**config.mk**
```make
export PLATFORM = sky130hd
export DESIGN_NAME = sac_converter_ctrl
export DESIGN_NICKNAME = d
export VERILOG_FILES = /design/src/sac_pkg.sv /design/src/sac_clk_div.sv /design/src/sac_converter_ctrl.sv /design/src/sac_sar_step.sv
export VERILOG_INCLUDE_DIRS = /design/src
export SDC_FILE = /design/constraint.sdc
export NUM_CORES = 1
export LEC_CHECK = 0
export BUFFER_PORTS_ARGS = -buffer_cell sky130_fd_sc_hd__buf_4
export CORE_ASPECT_RATIO = 0.5
export CORE_MARGIN = 4
export CORE_UTILIZATION = 45
export DETAILED_ROUTE_END_ITERATION = 7
export GPL_ROUTABILITY_DRIVEN = 0
export GPL_TIMING_DRIVEN = 1
export HOLD_SLACK_MARGIN = 0.1
export PLACE_DENSITY_LB_ADDON = 0.15
export SETUP_SLACK_MARGIN = 0.15
export SYNTH_ARGS = -nofsm -noshare
export SYNTH_HDL_FRONTEND = slang
export SYNTH_SLANG_ARGS = --single-unit
```
**constraint.sdc**
```tcl
create_clock -name core_clk -period 3.1 [get_ports core_clk]
set_clock_uncertainty 0.2 [all_clocks]
set_input_delay 0.465 -clock core_clk [delete_from_list [all_inputs] [get_ports core_clk]]
set_output_delay 0.465 -clock core_clk [all_outputs]
set_load 0.005 [all_outputs]
```
**src/sac_params.svh**
```systemverilog
// constants for the converter control block: offsets, fields, resets, timing
`ifndef SAC_PARAMS_SVH
`define SAC_PARAMS_SVH

// register indexes; byte address is four times the index
`define SAC_IDX_CSR 8'h2E
`define SAC_IDX_HIGH 8'h2F
`define SAC_IDX_LOW 8'h30
`define SAC_IDX_AUX 8'h31

// register reset values
`define SAC_RST_CSR 8'h00
`define SAC_RST_HIGH 8'h00
`define SAC_RST_LOW 8'h00
`define SAC_RST_AUX 8'h00

// field positions in converter_control_status and clock_control_aux_reg
`define SAC_EOC_BIT 7
`define SAC_DIV_HI 6
`define SAC_DIV_LO 5
`define SAC_ON_BIT 4
`define SAC_CH_HI 3
`define SAC_CH_LO 0
`define SAC_IRQEN_BIT 0

// clock_divider_select codes
`define SAC_DIV_FAST 2'b00
`define SAC_DIV_MID 2'b01
`define SAC_DIV_SLOW 2'b10

// clock rates in Hz and MHz
`define SAC_CORE_HZ 250000000
`define SAC_CORE_MHZ 250
`define SAC_ADC_HZ_FAST 4000000
`define SAC_ADC_HZ_MID 2000000
`define SAC_ADC_HZ_SLOW 1000000

// converter clock period in core cycles, rounded up so the rate never exceeds the figure
`define SAC_DIV_CYC(f) ((`SAC_CORE_HZ + (f) - 1) / (f))

// stabilization after halt, in ns, and in core cycles rounded up
`define SAC_STAB_NS 1000
`define SAC_STAB_CYC ((`SAC_STAB_NS * `SAC_CORE_MHZ + 999) / 1000)

// conversion shape in converter clock ticks
`define SAC_SAMPLE_TICKS 3
`define SAC_SAR_MSB 10'h200

`endif

```
**src/sac_pkg.sv**
```systemverilog
// types and helpers shared by the converter control block
`include "sac_params.svh"
package sac_pkg;
   typedef enum logic [1:0] {
      SAC_IDLE = 2'b00,
      SAC_STAB = 2'b01,
      SAC_SAMPLE = 2'b11,
      SAC_CONV = 2'b10
   } sac_state_e;

   // byte address of a register index
   function automatic logic [11:0] sac_byte_addr(input logic [7:0] idx);
      return {2'b00, idx, 2'b00};
   endfunction
endpackage

```
**src/sac_clk_div.sv**
```systemverilog
// converter clock tick generator with selectable divider
`timescale 1ns/1ps
`default_nettype none
`include "sac_params.svh"
module sac_clk_div
   import sac_pkg::*;
(
   input wire logic core_clk,
   input wire logic resetn,
   input wire logic run,
   input wire logic [1:0] divSel,
   output logic tick
);
   logic [7:0] count_ff;
   logic [7:0] limit;

   // terminal count per divider code; code 11 falls back to the slowest rate
   always_comb begin
      case (divSel)
         `SAC_DIV_FAST: limit = 8'(`SAC_DIV_CYC(`SAC_ADC_HZ_FAST) - 1);
         `SAC_DIV_MID: limit = 8'(`SAC_DIV_CYC(`SAC_ADC_HZ_MID) - 1);
         default: limit = 8'(`SAC_DIV_CYC(`SAC_ADC_HZ_SLOW) - 1);
      endcase
   end

   // free count while running, held at zero otherwise
   always_ff @(posedge core_clk) begin
      if (!resetn || !run || count_ff >= limit) begin
         count_ff <= 8'h00;
      end else begin
         count_ff <= count_ff + 8'h01;
      end
   end

   assign tick = run && (count_ff >= limit);
endmodule
`default_nettype wire

```
**src/sac_converter_ctrl.sv**
```systemverilog
// converter control top: APB registers, conversion sequencing, result lock
`timescale 1ns/1ps
`default_nettype none
`include "sac_params.svh"
module sac_converter_ctrl
   import sac_pkg::*;
(
   input wire logic core_clk,
   input wire logic resetn,
   input wire logic psel,
   input wire logic penable,
   input wire logic pwrite,
   input wire logic [11:0] paddr,
   input wire logic [31:0] pwdata,
   output logic [31:0] prdata,
   output logic pready,
   output logic pslverr,
   input wire logic haltMode,
   input wire logic waitMode,
   input wire logic compIn,
   output logic anaPowerOn,
   output logic sampleEn,
   output logic [3:0] chanSel,
   output logic [9:0] dacCode,
   output logic convIrq,
   output logic wakeReq
);
   // software fields
   logic [1:0] clockDividerSelect_ff;
   logic converterOn_ff;
   logic [3:0] channel_ff;
   logic convIrqEnable_ff;
   logic eoc_ff;
   logic lock_ff;
   logic [9:0] resultReg_ff;
   logic [31:0] prdata_ff;

   // reset images, so single fields can be picked out of them
   localparam logic [7:0] rstCsrImg = `SAC_RST_CSR;
   localparam logic [7:0] rstHighImg = `SAC_RST_HIGH;
   localparam logic [7:0] rstLowImg = `SAC_RST_LOW;
   localparam logic [7:0] rstAuxImg = `SAC_RST_AUX;

   // sequencing
   sac_state_e state_ff;
   sac_state_e nxt_state;
   logic [1:0] sampleCnt_ff;
   logic [15:0] stabCnt_ff;
   logic stabNeed_ff;

   // bus decode
   logic access;
   logic wrAcc;
   logic rdAcc;
   logic hitCsr;
   logic hitHigh;
   logic hitLow;
   logic hitAux;
   logic hitAny;
   logic csrWr;
   logic auxWr;
   logic highRd;
   logic lowRd;
   logic [7:0] rdByte;

   // converter control
   logic active;
   logic restart;
   logic tick;
   logic sarStart;
   logic sarStep;
   logic sarDone;
   logic [9:0] sarResult;
   logic [3:0] newChan;
   logic newOn;

   // address decode of the four word registers
   always_comb begin
      hitCsr = (paddr == sac_byte_addr(`SAC_IDX_CSR));
      hitHigh = (paddr == sac_byte_addr(`SAC_IDX_HIGH));
      hitLow = (paddr == sac_byte_addr(`SAC_IDX_LOW));
      hitAux = (paddr == sac_byte_addr(`SAC_IDX_AUX));
      hitAny = hitCsr || hitHigh || hitLow || hitAux;
   end

   // zero-wait slave: access phase completes at once, unmapped answers an error
   assign access = psel && penable;
   assign wrAcc = access && pwrite;
   assign rdAcc = access && !pwrite;
   assign pready = 1'b1;
   assign pslverr = access && !hitAny;

   assign csrWr = wrAcc && hitCsr;
   assign auxWr = wrAcc && hitAux;
   assign highRd = rdAcc && hitHigh;
   assign lowRd = rdAcc && hitLow;

   // values software would write into control fields
   assign newChan = pwdata[`SAC_CH_HI:`SAC_CH_LO];
   assign newOn = pwdata[`SAC_ON_BIT];

   // read data byte for the addressed register, reserved bits zero
   always_comb begin
      rdByte = 8'h00;
      if (hitCsr) begin
         rdByte[`SAC_EOC_BIT] = eoc_ff;
         rdByte[`SAC_DIV_HI:`SAC_DIV_LO] = clockDividerSelect_ff;
         rdByte[`SAC_ON_BIT] = converterOn_ff;
         rdByte[`SAC_CH_HI:`SAC_CH_LO] = channel_ff;
      end else if (hitHigh) begin
         rdByte = resultReg_ff[9:2];
      end else if (hitLow) begin
         rdByte = {6'h00, resultReg_ff[1:0]};
      end else if (hitAux) begin
         rdByte[`SAC_IRQEN_BIT] = convIrqEnable_ff;
      end
   end

   // read data is captured in the setup cycle so it comes from a flop
   always_ff @(posedge core_clk) begin
      if (!resetn) begin
         prdata_ff <= 32'h0000_0000;
      end else if (psel && !penable && !pwrite) begin
         prdata_ff <= {24'h00_0000, rdByte};
      end
   end
   assign prdata = prdata_ff;

   // control fields of converter_control_status
   always_ff @(posedge core_clk) begin
      if (!resetn) begin
         clockDividerSelect_ff <= rstCsrImg[`SAC_DIV_HI:`SAC_DIV_LO];
         converterOn_ff <= rstCsrImg[`SAC_ON_BIT];
         channel_ff <= rstCsrImg[`SAC_CH_HI:`SAC_CH_LO];
      end else if (csrWr) begin
         clockDividerSelect_ff <= pwdata[`SAC_DIV_HI:`SAC_DIV_LO];
         converterOn_ff <= newOn;
         channel_ff <= newChan;
      end
   end

   // interrupt enable in the auxiliary clock control register
   always_ff @(posedge core_clk) begin
      if (!resetn) begin
         convIrqEnable_ff <= rstAuxImg[`SAC_IRQEN_BIT];
      end else if (auxWr) begin
         convIrqEnable_ff <= pwdata[`SAC_IRQEN_BIT];
      end
   end

   // the converter runs only when switched on and the chip is not halted
   assign active = converterOn_ff && !haltMode;

   // a fresh start: switching on, or a write that changes the channel while switched on
   assign restart = csrWr && newOn &&
      (!converterOn_ff || (newChan != channel_ff));

   // remember a halt so the next start waits for the analog to settle
   always_ff @(posedge core_clk) begin
      if (!resetn) begin
         stabNeed_ff <= 1'b0;
      end else if (haltMode) begin
         stabNeed_ff <= 1'b1;
      end else if (state_ff == SAC_STAB && stabCnt_ff == 16'h0000) begin
         stabNeed_ff <= 1'b0;
      end
   end

   // stabilization countdown, reloaded in every state but settle
   always_ff @(posedge core_clk) begin
      if (!resetn) begin
         stabCnt_ff <= 16'h0000;
      end else if (state_ff != SAC_STAB) begin
         stabCnt_ff <= 16'(`SAC_STAB_CYC - 1);
      end else if (stabCnt_ff != 16'h0000) begin
         stabCnt_ff <= stabCnt_ff - 16'h0001;
      end
   end

   // sequencer: idle, settle (only after a halt), sample, approximate, then sample again
   always_comb begin
      nxt_state = state_ff;
      case (state_ff)
         SAC_IDLE: begin
            if (active) begin
               nxt_state = stabNeed_ff ? SAC_STAB : SAC_SAMPLE;
            end
         end
         SAC_STAB: begin
            if (stabCnt_ff == 16'h0000) begin
               nxt_state = SAC_SAMPLE;
            end
         end
         SAC_SAMPLE: begin
            if (tick && sampleCnt_ff == 2'(`SAC_SAMPLE_TICKS - 1)) begin
               nxt_state = SAC_CONV;
            end
         end
         SAC_CONV: begin
            if (sarDone) begin
               nxt_state = SAC_SAMPLE;
            end
         end
         default: begin
            nxt_state = SAC_IDLE;
         end
      endcase
      if (!active) begin
         nxt_state = SAC_IDLE;
      end else if (restart && state_ff != SAC_IDLE && state_ff != SAC_STAB) begin
         nxt_state = SAC_SAMPLE;
      end
   end

   always_ff @(posedge core_clk) begin
      if (!resetn) begin
         state_ff <= SAC_IDLE;
      end else begin
         state_ff <= nxt_state;
      end
   end

   // sampling period count in converter clock ticks
   always_ff @(posedge core_clk) begin
      if (!resetn || state_ff != SAC_SAMPLE || restart) begin
         sampleCnt_ff <= 2'b00;
      end else if (tick) begin
         sampleCnt_ff <= sampleCnt_ff + 2'b01;
      end
   end

   // the search begins as sampling ends and advances one bit per tick
   assign sarStart = (state_ff == SAC_SAMPLE) && (nxt_state == SAC_CONV);
   assign sarStep = (state_ff == SAC_CONV) && tick && !restart && active;

   sac_clk_div u_clk_div (
      .core_clk(core_clk),
      .resetn(resetn),
      .run(active),
      .divSel(clockDividerSelect_ff),
      .tick(tick)
   );

   sac_sar_step u_sar (
      .core_clk(core_clk),
      .resetn(resetn),
      .start(sarStart),
      .step(sarStep),
      .compIn(compIn),
      .dacCode(dacCode),
      .done(sarDone),
      .result(sarResult)
   );

   // lock set by reading the lower half, released by the upper half or by switching the converter off
   always_ff @(posedge core_clk) begin
      if (!resetn) begin
         lock_ff <= 1'b0;
      end else if (!converterOn_ff || highRd) begin
         lock_ff <= 1'b0;
      end else if (lowRd) begin
         lock_ff <= 1'b1;
      end
   end

   // result update on completion unless locked with no same-cycle upper read, or being locked now
   always_ff @(posedge core_clk) begin
      if (!resetn) begin
         resultReg_ff <= {rstHighImg, rstLowImg[1:0]};
      end else if (sarDone && state_ff == SAC_CONV && !(lock_ff && !highRd) && !lowRd) begin
         resultReg_ff <= sarResult;
      end
   end

   // completion flag: completion wins over a same-cycle read of the upper half
   always_ff @(posedge core_clk) begin
      if (!resetn) begin
         eoc_ff <= rstCsrImg[`SAC_EOC_BIT];
      end else if (sarDone && state_ff == SAC_CONV) begin
         eoc_ff <= 1'b1;
      end else if (highRd) begin
         eoc_ff <= 1'b0;
      end else if (restart || !converterOn_ff) begin
         eoc_ff <= 1'b0;
      end
   end

   // analog-side controls
   assign anaPowerOn = active;
   assign sampleEn = (state_ff == SAC_SAMPLE);
   assign chanSel = channel_ff;

   // interrupt request; it may wake the core from wait but never from halt
   assign convIrq = eoc_ff && convIrqEnable_ff;
   assign wakeReq = convIrq && waitMode && !haltMode;
endmodule
`default_nettype wire

```
**src/sac_sar_step.sv**
```systemverilog
// successive-approximation bit search over ten result bits
`timescale 1ns/1ps
`default_nettype none
`include "sac_params.svh"
module sac_sar_step
   import sac_pkg::*;
(
   input wire logic core_clk,
   input wire logic resetn,
   input wire logic start,
   input wire logic step,
   input wire logic compIn,
   output logic [9:0] dacCode,
   output logic done,
   output logic [9:0] result
);
   logic [9:0] trial_ff;
   logic [9:0] mask_ff;
   logic busy_ff;
   logic done_ff;
   logic [9:0] result_ff;
   logic [9:0] kept;

   // comparator high keeps the trial bit, low drops it
   assign kept = compIn ? trial_ff : (trial_ff & ~mask_ff);

   // trial code and bit pointer; start restarts any search in flight
   always_ff @(posedge core_clk) begin
      if (!resetn) begin
         trial_ff <= 10'h000;
         mask_ff <= 10'h000;
         busy_ff <= 1'b0;
      end else if (start) begin
         trial_ff <= `SAC_SAR_MSB;
         mask_ff <= `SAC_SAR_MSB;
         busy_ff <= 1'b1;
      end else if (step && busy_ff) begin
         trial_ff <= mask_ff[0] ? kept : (kept | (mask_ff >> 1));
         mask_ff <= mask_ff >> 1;
         busy_ff <= !mask_ff[0];
      end
   end

   // final code and one-cycle completion pulse; saturation falls out as 3FF or 000
   always_ff @(posedge core_clk) begin
      if (!resetn) begin
         done_ff <= 1'b0;
         result_ff <= 10'h000;
      end else begin
         done_ff <= step && busy_ff && mask_ff[0] && !start;
         if (step && busy_ff && mask_ff[0] && !start) begin
            result_ff <= kept;
         end
      end
   end

   assign dacCode = trial_ff;
   assign done = done_ff;
   assign result = result_ff;
endmodule
`default_nettype wire
```
Yosys cells after proc, flatten, opt, wreduce, memory -nomap -nowiden
Cells that the tools add are included.
{ "word_totals": {"in_bits": 52, "reg_bits": 89, "out_inout_bits": 52, "word_cells": 137} }
{ "op_classes": {"bitwise": 4, "order_cmp": 1, "eq_ne": 13, "mux": 28, "add_sub_neg": 3, "n_reduce_logical": 67} }
{ "op_table": {"columns": ["op", "n"], "rows": [
  ["two-way mux 10 bit", 6],
  ["equality test 12 x 8 -> 1 bit (second input constant)", 4],
  ["logical AND 1 bit", 32],
  ["two-way mux 8 bit", 4],
  ["logical NOT 16 bit", 1],
  ["one-hot mux 8 bit (2 select lines)", 1],
  ["nonzero test 16 bit", 1],
  ["subtractor 16 x 1 -> 16 bit (second input constant)", 1],
  ["logical NOT 1 bit", 13],
  ["two-way mux 2 bit", 6],
  ["AND 10 bit", 1],
  ["logical OR 1 bit", 10],
  ["two-way mux 1 bit", 10],
  ["NOT 10 bit", 1],
  ["bitwise OR 10 x 9 -> 10 bit", 1],
  ["adder 8 x 1 -> 8 bit (second input constant)", 1],
  ["equality test 2 bit (second input constant)", 4],
  ["greater-or-equal comparator 8 bit", 1],
  ["one-hot mux 2 bit (4 select lines)", 1],
  ["nonzero test 2 bit", 4],
  ["OR reduction 2 bit", 3],
  ["equality test 2 x 1 -> 1 bit (second input constant)", 2],
  ["logical NOT 2 bit", 2],
  ["inequality test 4 bit", 1],
  ["5 further kinds", 5]
]} }

Logic depth before layout (Yosys ltp)
{ "logic_depth": {"ltp_word": 13, "ltp_mapped": 10, "depth_no_buf": 8} }

Cells and area by module
Synthesis repeated with hierarchy kept, for this count alone.
{ "hier_totals": {"hier_cells": 490, "area_unflattened_um2": 4257.8} }
{ "modules_own_cells": {"columns": ["module", "seq_area_each_um2", "area_each_um2", "cells_per_inst", "n_inst"], "rows": [
  ["sac_converter_ctrl", 980.9, 2592.5, 299, 1],
  ["sac_sar_step", 640.6, 1246.2, 144, 1],
  ["sac_clk_div", 160.2, 419.2, 47, 1]
]} }

Least setup slack after synthesis
OpenSTA, ideal clock, no wires.
{ "synth_timing": {"kind": "register to register", "from": "reg clockDividerSelect_ff[1]", "to": "reg u_sar.result_ff[9] (netlist: u_sar.result[9])", "slack_ps": 641, "arrival_ps": 2187, "path_stages_with_launch": 9, "required_ps": 2828, "setup_time_ps": 72, "path_buffers": 1, "synth_period_minus_slack_ps": 2459, "cell_sequence": "dfxtp_1 > or2_2 > ha_1 > nand2_1 > o21ai_0 > a21oi_1 > nor4_2 > buf_6 > mux2i_1"} }
{ "synth_between": {"elab_chain_len": 13, "elab_cells_between_ends": 19, "cone_classes": "order compare: 1; eq/ne: 2; mux: 5; reduce/logical: 11"} }
{ "synth_lines": {"columns": ["item", "line_no", "text"], "rows": [
  ["start: declaration", "sac_converter_ctrl.sv:29", "logic [1:0] clockDividerSelect_ff;"],
  ["start signal: assignment", "sac_converter_ctrl.sv:132", "clockDividerSelect_ff <= rstCsrImg[`SAC_DIV_HI:`SAC_DIV_LO];"],
  ["start signal: assignment", "sac_converter_ctrl.sv:136", "clockDividerSelect_ff <= pwdata[`SAC_DIV_HI:`SAC_DIV_LO];"],
  ["equality test 2 x 1 -> 1 bit or logical NOT 2 bit (tied branches)", "sac_clk_div.sv:19", "case (divSel)"],
  ["one-hot mux 8 bit (2 select lines) *", "sac_clk_div.sv:19", null],
  ["greater-or-equal comparator 8 bit *", "sac_clk_div.sv:35", "assign tick = run && (count_ff >= limit);"],
  ["logical AND 1 bit *", "sac_clk_div.sv:35", null],
  ["logical AND 1 bit", "sac_converter_ctrl.sv:195", "if (tick && sampleCnt_ff == 2'(`SAC_SAMPLE_TICKS - 1)) begin"],
  ["two-way mux 2 bit", "sac_converter_ctrl.sv:195", null],
  ["one-hot mux 2 bit (4 select lines)", "sac_converter_ctrl.sv:183", "case (state_ff)"],
  ["two-way mux 2 bit", "sac_converter_ctrl.sv:210", "end else if (restart && state_ff != SAC_IDLE && state_ff != SAC_STAB) begin"],
  ["two-way mux 2 bit", "sac_converter_ctrl.sv:208", "if (!active) begin"],
  ["equality test 2 bit", "sac_converter_ctrl.sv:233", "assign sarStart = (state_ff == SAC_SAMPLE) && (nxt_state == SAC_CONV);"],
  ["logical AND 1 bit", "sac_converter_ctrl.sv:233", null],
  ["logical NOT 1 bit", "sac_sar_step.sv:51", "if (step && busy_ff && mask_ff[0] && !start) begin"],
  ["logical AND 1 bit *", "sac_sar_step.sv:51", null],
  ["end signal: assignment", "sac_sar_step.sv:52", "result_ff <= kept;"],
  ["end: declaration", "sac_sar_step.sv:21", "logic [9:0] result_ff;"]
]} }
Mark *: on every way between the ends. The rest lies on a longest branch, timed or not.
A chain may end at the register's enable or synchronous reset.

Worst setup path after layout
{ "layout_timing": {"from": "reg clockDividerSelect_ff[1]", "to": "reg u_sar.result_ff[8] (netlist: u_sar.result[8])"} }
The elaborated chain is that of the path after synthesis.

==> impl_metrics.tcl <==
set metrics [dict create \
    dp_hpwl_mm 7.57 \
    final_common_cell "dfxtp_1" \
    drv_cap 0 \
    crit_type "reg2reg" \
    nets 606 \
    slew_violations 0 \
    grt_overflow_total 0 \
    synth-seq-area-share_pct 40.5 \
    worst-path-stages 9 \
    synth_area_um2 4400 \
    reg2reg_to "u_sar.result[8]" \
    initial_utilization_pct 46.4 \
    drc 0 \
    synthCells 494 \
    end_kind "flop" \
    wl_mm 10.4 \
    r2r_start "clockDividerSelect_ff[1]" \
    tightest_slew_ps 798 \
    postLayoutCoreUtil_pct 54.5 \
    final-seq-area_um2 1780 \
    setup_tns_ps 0 \
    chipWidth_um 148 \
    finalSetupViolCount 0 \
    cp-endpoint "u_sar.result[8]" \
    crit_start "clockDividerSelect_ff[1]" \
    cts.sink_count 89 \
    finalHoldViolCount 0 \
    dr_total_vias 3656 \
    areaGrowthSynthToFinish_pct 17.5 \
    die_h_um 77.9 \
    numPortBuffers 53 \
    cts_tree "done" \
    fin_crit_sh_pct 84.9 \
    wl_per_cell_um 15.2 \
    core_um2 9480 \
    cts_setup_buffers 0 \
    final_cell_mix "89 x dfxtp_1, 68 x buf_4, 47 x nor2_1, 40 x nand2_1, 32 x a21oi_1" \
    vias_per_cell 5.33 \
    critPathLaunchType "flop" \
    min_period_ps 2630 \
    crit_buf_inv 2 \
    r2r_slack_ps 470 \
    multi_input_area_um2 2320 \
    track_usage_pct 18.6 \
    outcome "finished clean" \
    cts_buffers 9 \
    drive_gt1_share_pct 18.3 \
    ios 104 \
    syn-mean-instance-area_um2 8.90 \
    h-tree-depth 3 \
    cts_resized 0 \
    worst_path_dominant_cell_family "simple AND/OR/NAND/NOR gates" \
    fp-row-count 25 \
    grt_pass1_wl_mm 17.2 \
    grt_antenna_before_repair 0 \
    synthFlopType "dfxtp_1" \
    synth_seq_cells 89 \
    die_area_um2 11500 \
    clock_latency_ps 340 \
    slowest_stage "dfxtp_1" \
    cts_root_buf "clkbuf_16" \
    first_pass_iters 5 \
    hold_ws_ps 162 \
    cts_hold_buf 0 \
    drt_iter0_drc 243 \
    cp_data_arrival_time_ps 2700 \
    hp-class "in2reg" \
    ant_nets 0 \
    grt_max_degree 38 \
    stdcell_area_um2 5170 \
    maxSlewHeadroom_pct 46.8 \
    ys_warn_count 0 \
    crit_chain "or2_2 -> inv_1 -> ha_1 -> nand3_1 -> nor3_1 -> a21oi_1 -> nor4_2 -> buf_4 -> mux2i_1" \
    peakVddDrop_v 0.000244 \
    cts_buffer_depth 2 \
    grt_pass1_vias 3397 \
    synth_edf_count 0 \
    p_leak_uw 0.00197 \
    powerDensity_nw_per_um2 468 \
    reg2reg_depth 9 \
    nFillCells 892 \
    ys_types 63 \
    post_dp_cell_area_um2 4860 \
    cts.clk_slew.worst_paths_ps 70 \
    insertedDiodeCount 0 \
    synthArstFlopShare_pct 0 \
    grt_setup_unrepaired "false" \
    worstPathRequired_ps 3170 \
    critPathMaxStageDelay_ps 480 \
    crit_fanout 10 \
    fmax_mhz 380 \
]
-- where the power goes --
part	switching, uW	internal (uW)	total [uW]
registers	7.21	1150	1160
logic	68.2	54.0	122
clock network	493	644	1140
total	568	1850	2420
-- through the flow --
| stage | cells | power (uW) | worst slack (ps) |
|---|---|---|---|
| final | 686 | 2420 | 469 |
| after global routing | 686 | 2500 | 244 |
| after CTS | 686 | 2440 | 459 |
| after detailed placement | 670 | 1310 | 380 |
| after global placement | 670 | 1310 | 369 |
| after floorplan | 517 | 1270 | 641 |
-- sequential cells by signal, indices dropped and copies added, names as in the netlist --
signal	count
chanSel	4
clockDividerSelect_ff	2
convIrqEnable_ff	1
converterOn_ff	1
eoc_ff	1
lock_ff	1
prdata	8
resultReg_ff	10
sampleCnt_ff	2
stabCnt_ff	16
stabNeed_ff	1
state_ff	2
u_clk_div.count_ff	8
u_sar.busy_ff	1
u_sar.dacCode	10
u_sar.done	1
u_sar.mask_ff	10
u_sar.result	10
-- cell type report --
class,count,share of cell area [%]
inverters,21,1.53
repair buffers,68,9.88
clock inverters,7,1.62
flip-flops and latches,89,34.5
well taps,135,3.27
clock buffers,9,4.36
multi-input cells,357,44.9
-- synthesized netlist by cell type (4+ instances only) --
cell type,count,area share (%)
nand2_1,40,3.4
nand3_1,10,1.1
dfxtp_1,89,41
nand4_1,20,2.8
o21ai_0,5,0.57
mux2i_1,29,6.6
xor2_1,14,2.8
nor2b_1,5,0.71
inv_1,21,1.8
buf_4,27,4.6
o211ai_1,12,2.0
o31ai_1,10,1.7
a221oi_1,7,1.4
a21oi_1,32,3.6
xnor2_1,7,1.4
ha_1,8,2.3
nor3_1,15,1.7
clkbuf_1,18,1.5
or4_1,4,0.68
o41ai_1,9,1.8
a31oi_1,4,0.57
and2_1,5,0.71
nor2_1,47,4.0
-- worst min-delay path by stage --
stage | to | cells past startpoint | start | slack, ps
2_1_floorplan | u_clk_div.count_ff[0] | 1 | u_clk_div.count_ff[0] | 230
3_3_place_gp | u_clk_div.count_ff[0] | 1 | u_clk_div.count_ff[0] | 240
5_1_grt | stabNeed_ff | 2 | haltMode | 150
4_1_cts | stabNeed_ff | 2 | haltMode | 150
3_5_place_dp | u_clk_div.count_ff[0] | 1 | u_clk_div.count_ff[0] | 250
6_report | stabNeed_ff | 2 | haltMode | 160
-- layer usage --
metal,GRT usage [%],up-vias,share of wire [%]
met2,29.1,82,45
met4,5.02,0,0.65
met5,0,-,0
li1,-,1839,-
met3,4.20,5,4.7
met1,25.9,1730,50
-- cell families after synthesis --
| logic type | share of synthesized area [%] |
|---|---|
| other | 0.171 |
| AO/OA/AOI/OAI | 16.3 |
| flip-flops | 40.5 |
| adder cells (fa/ha/maj) | 2.28 |
| AND/OR/NAND/NOR | 21.2 |
| XOR/XNOR | 4.18 |
| multiplexers | 6.60 |
| buffers and inverters | 8.74 |
Power figures use the tool's default switching activity.
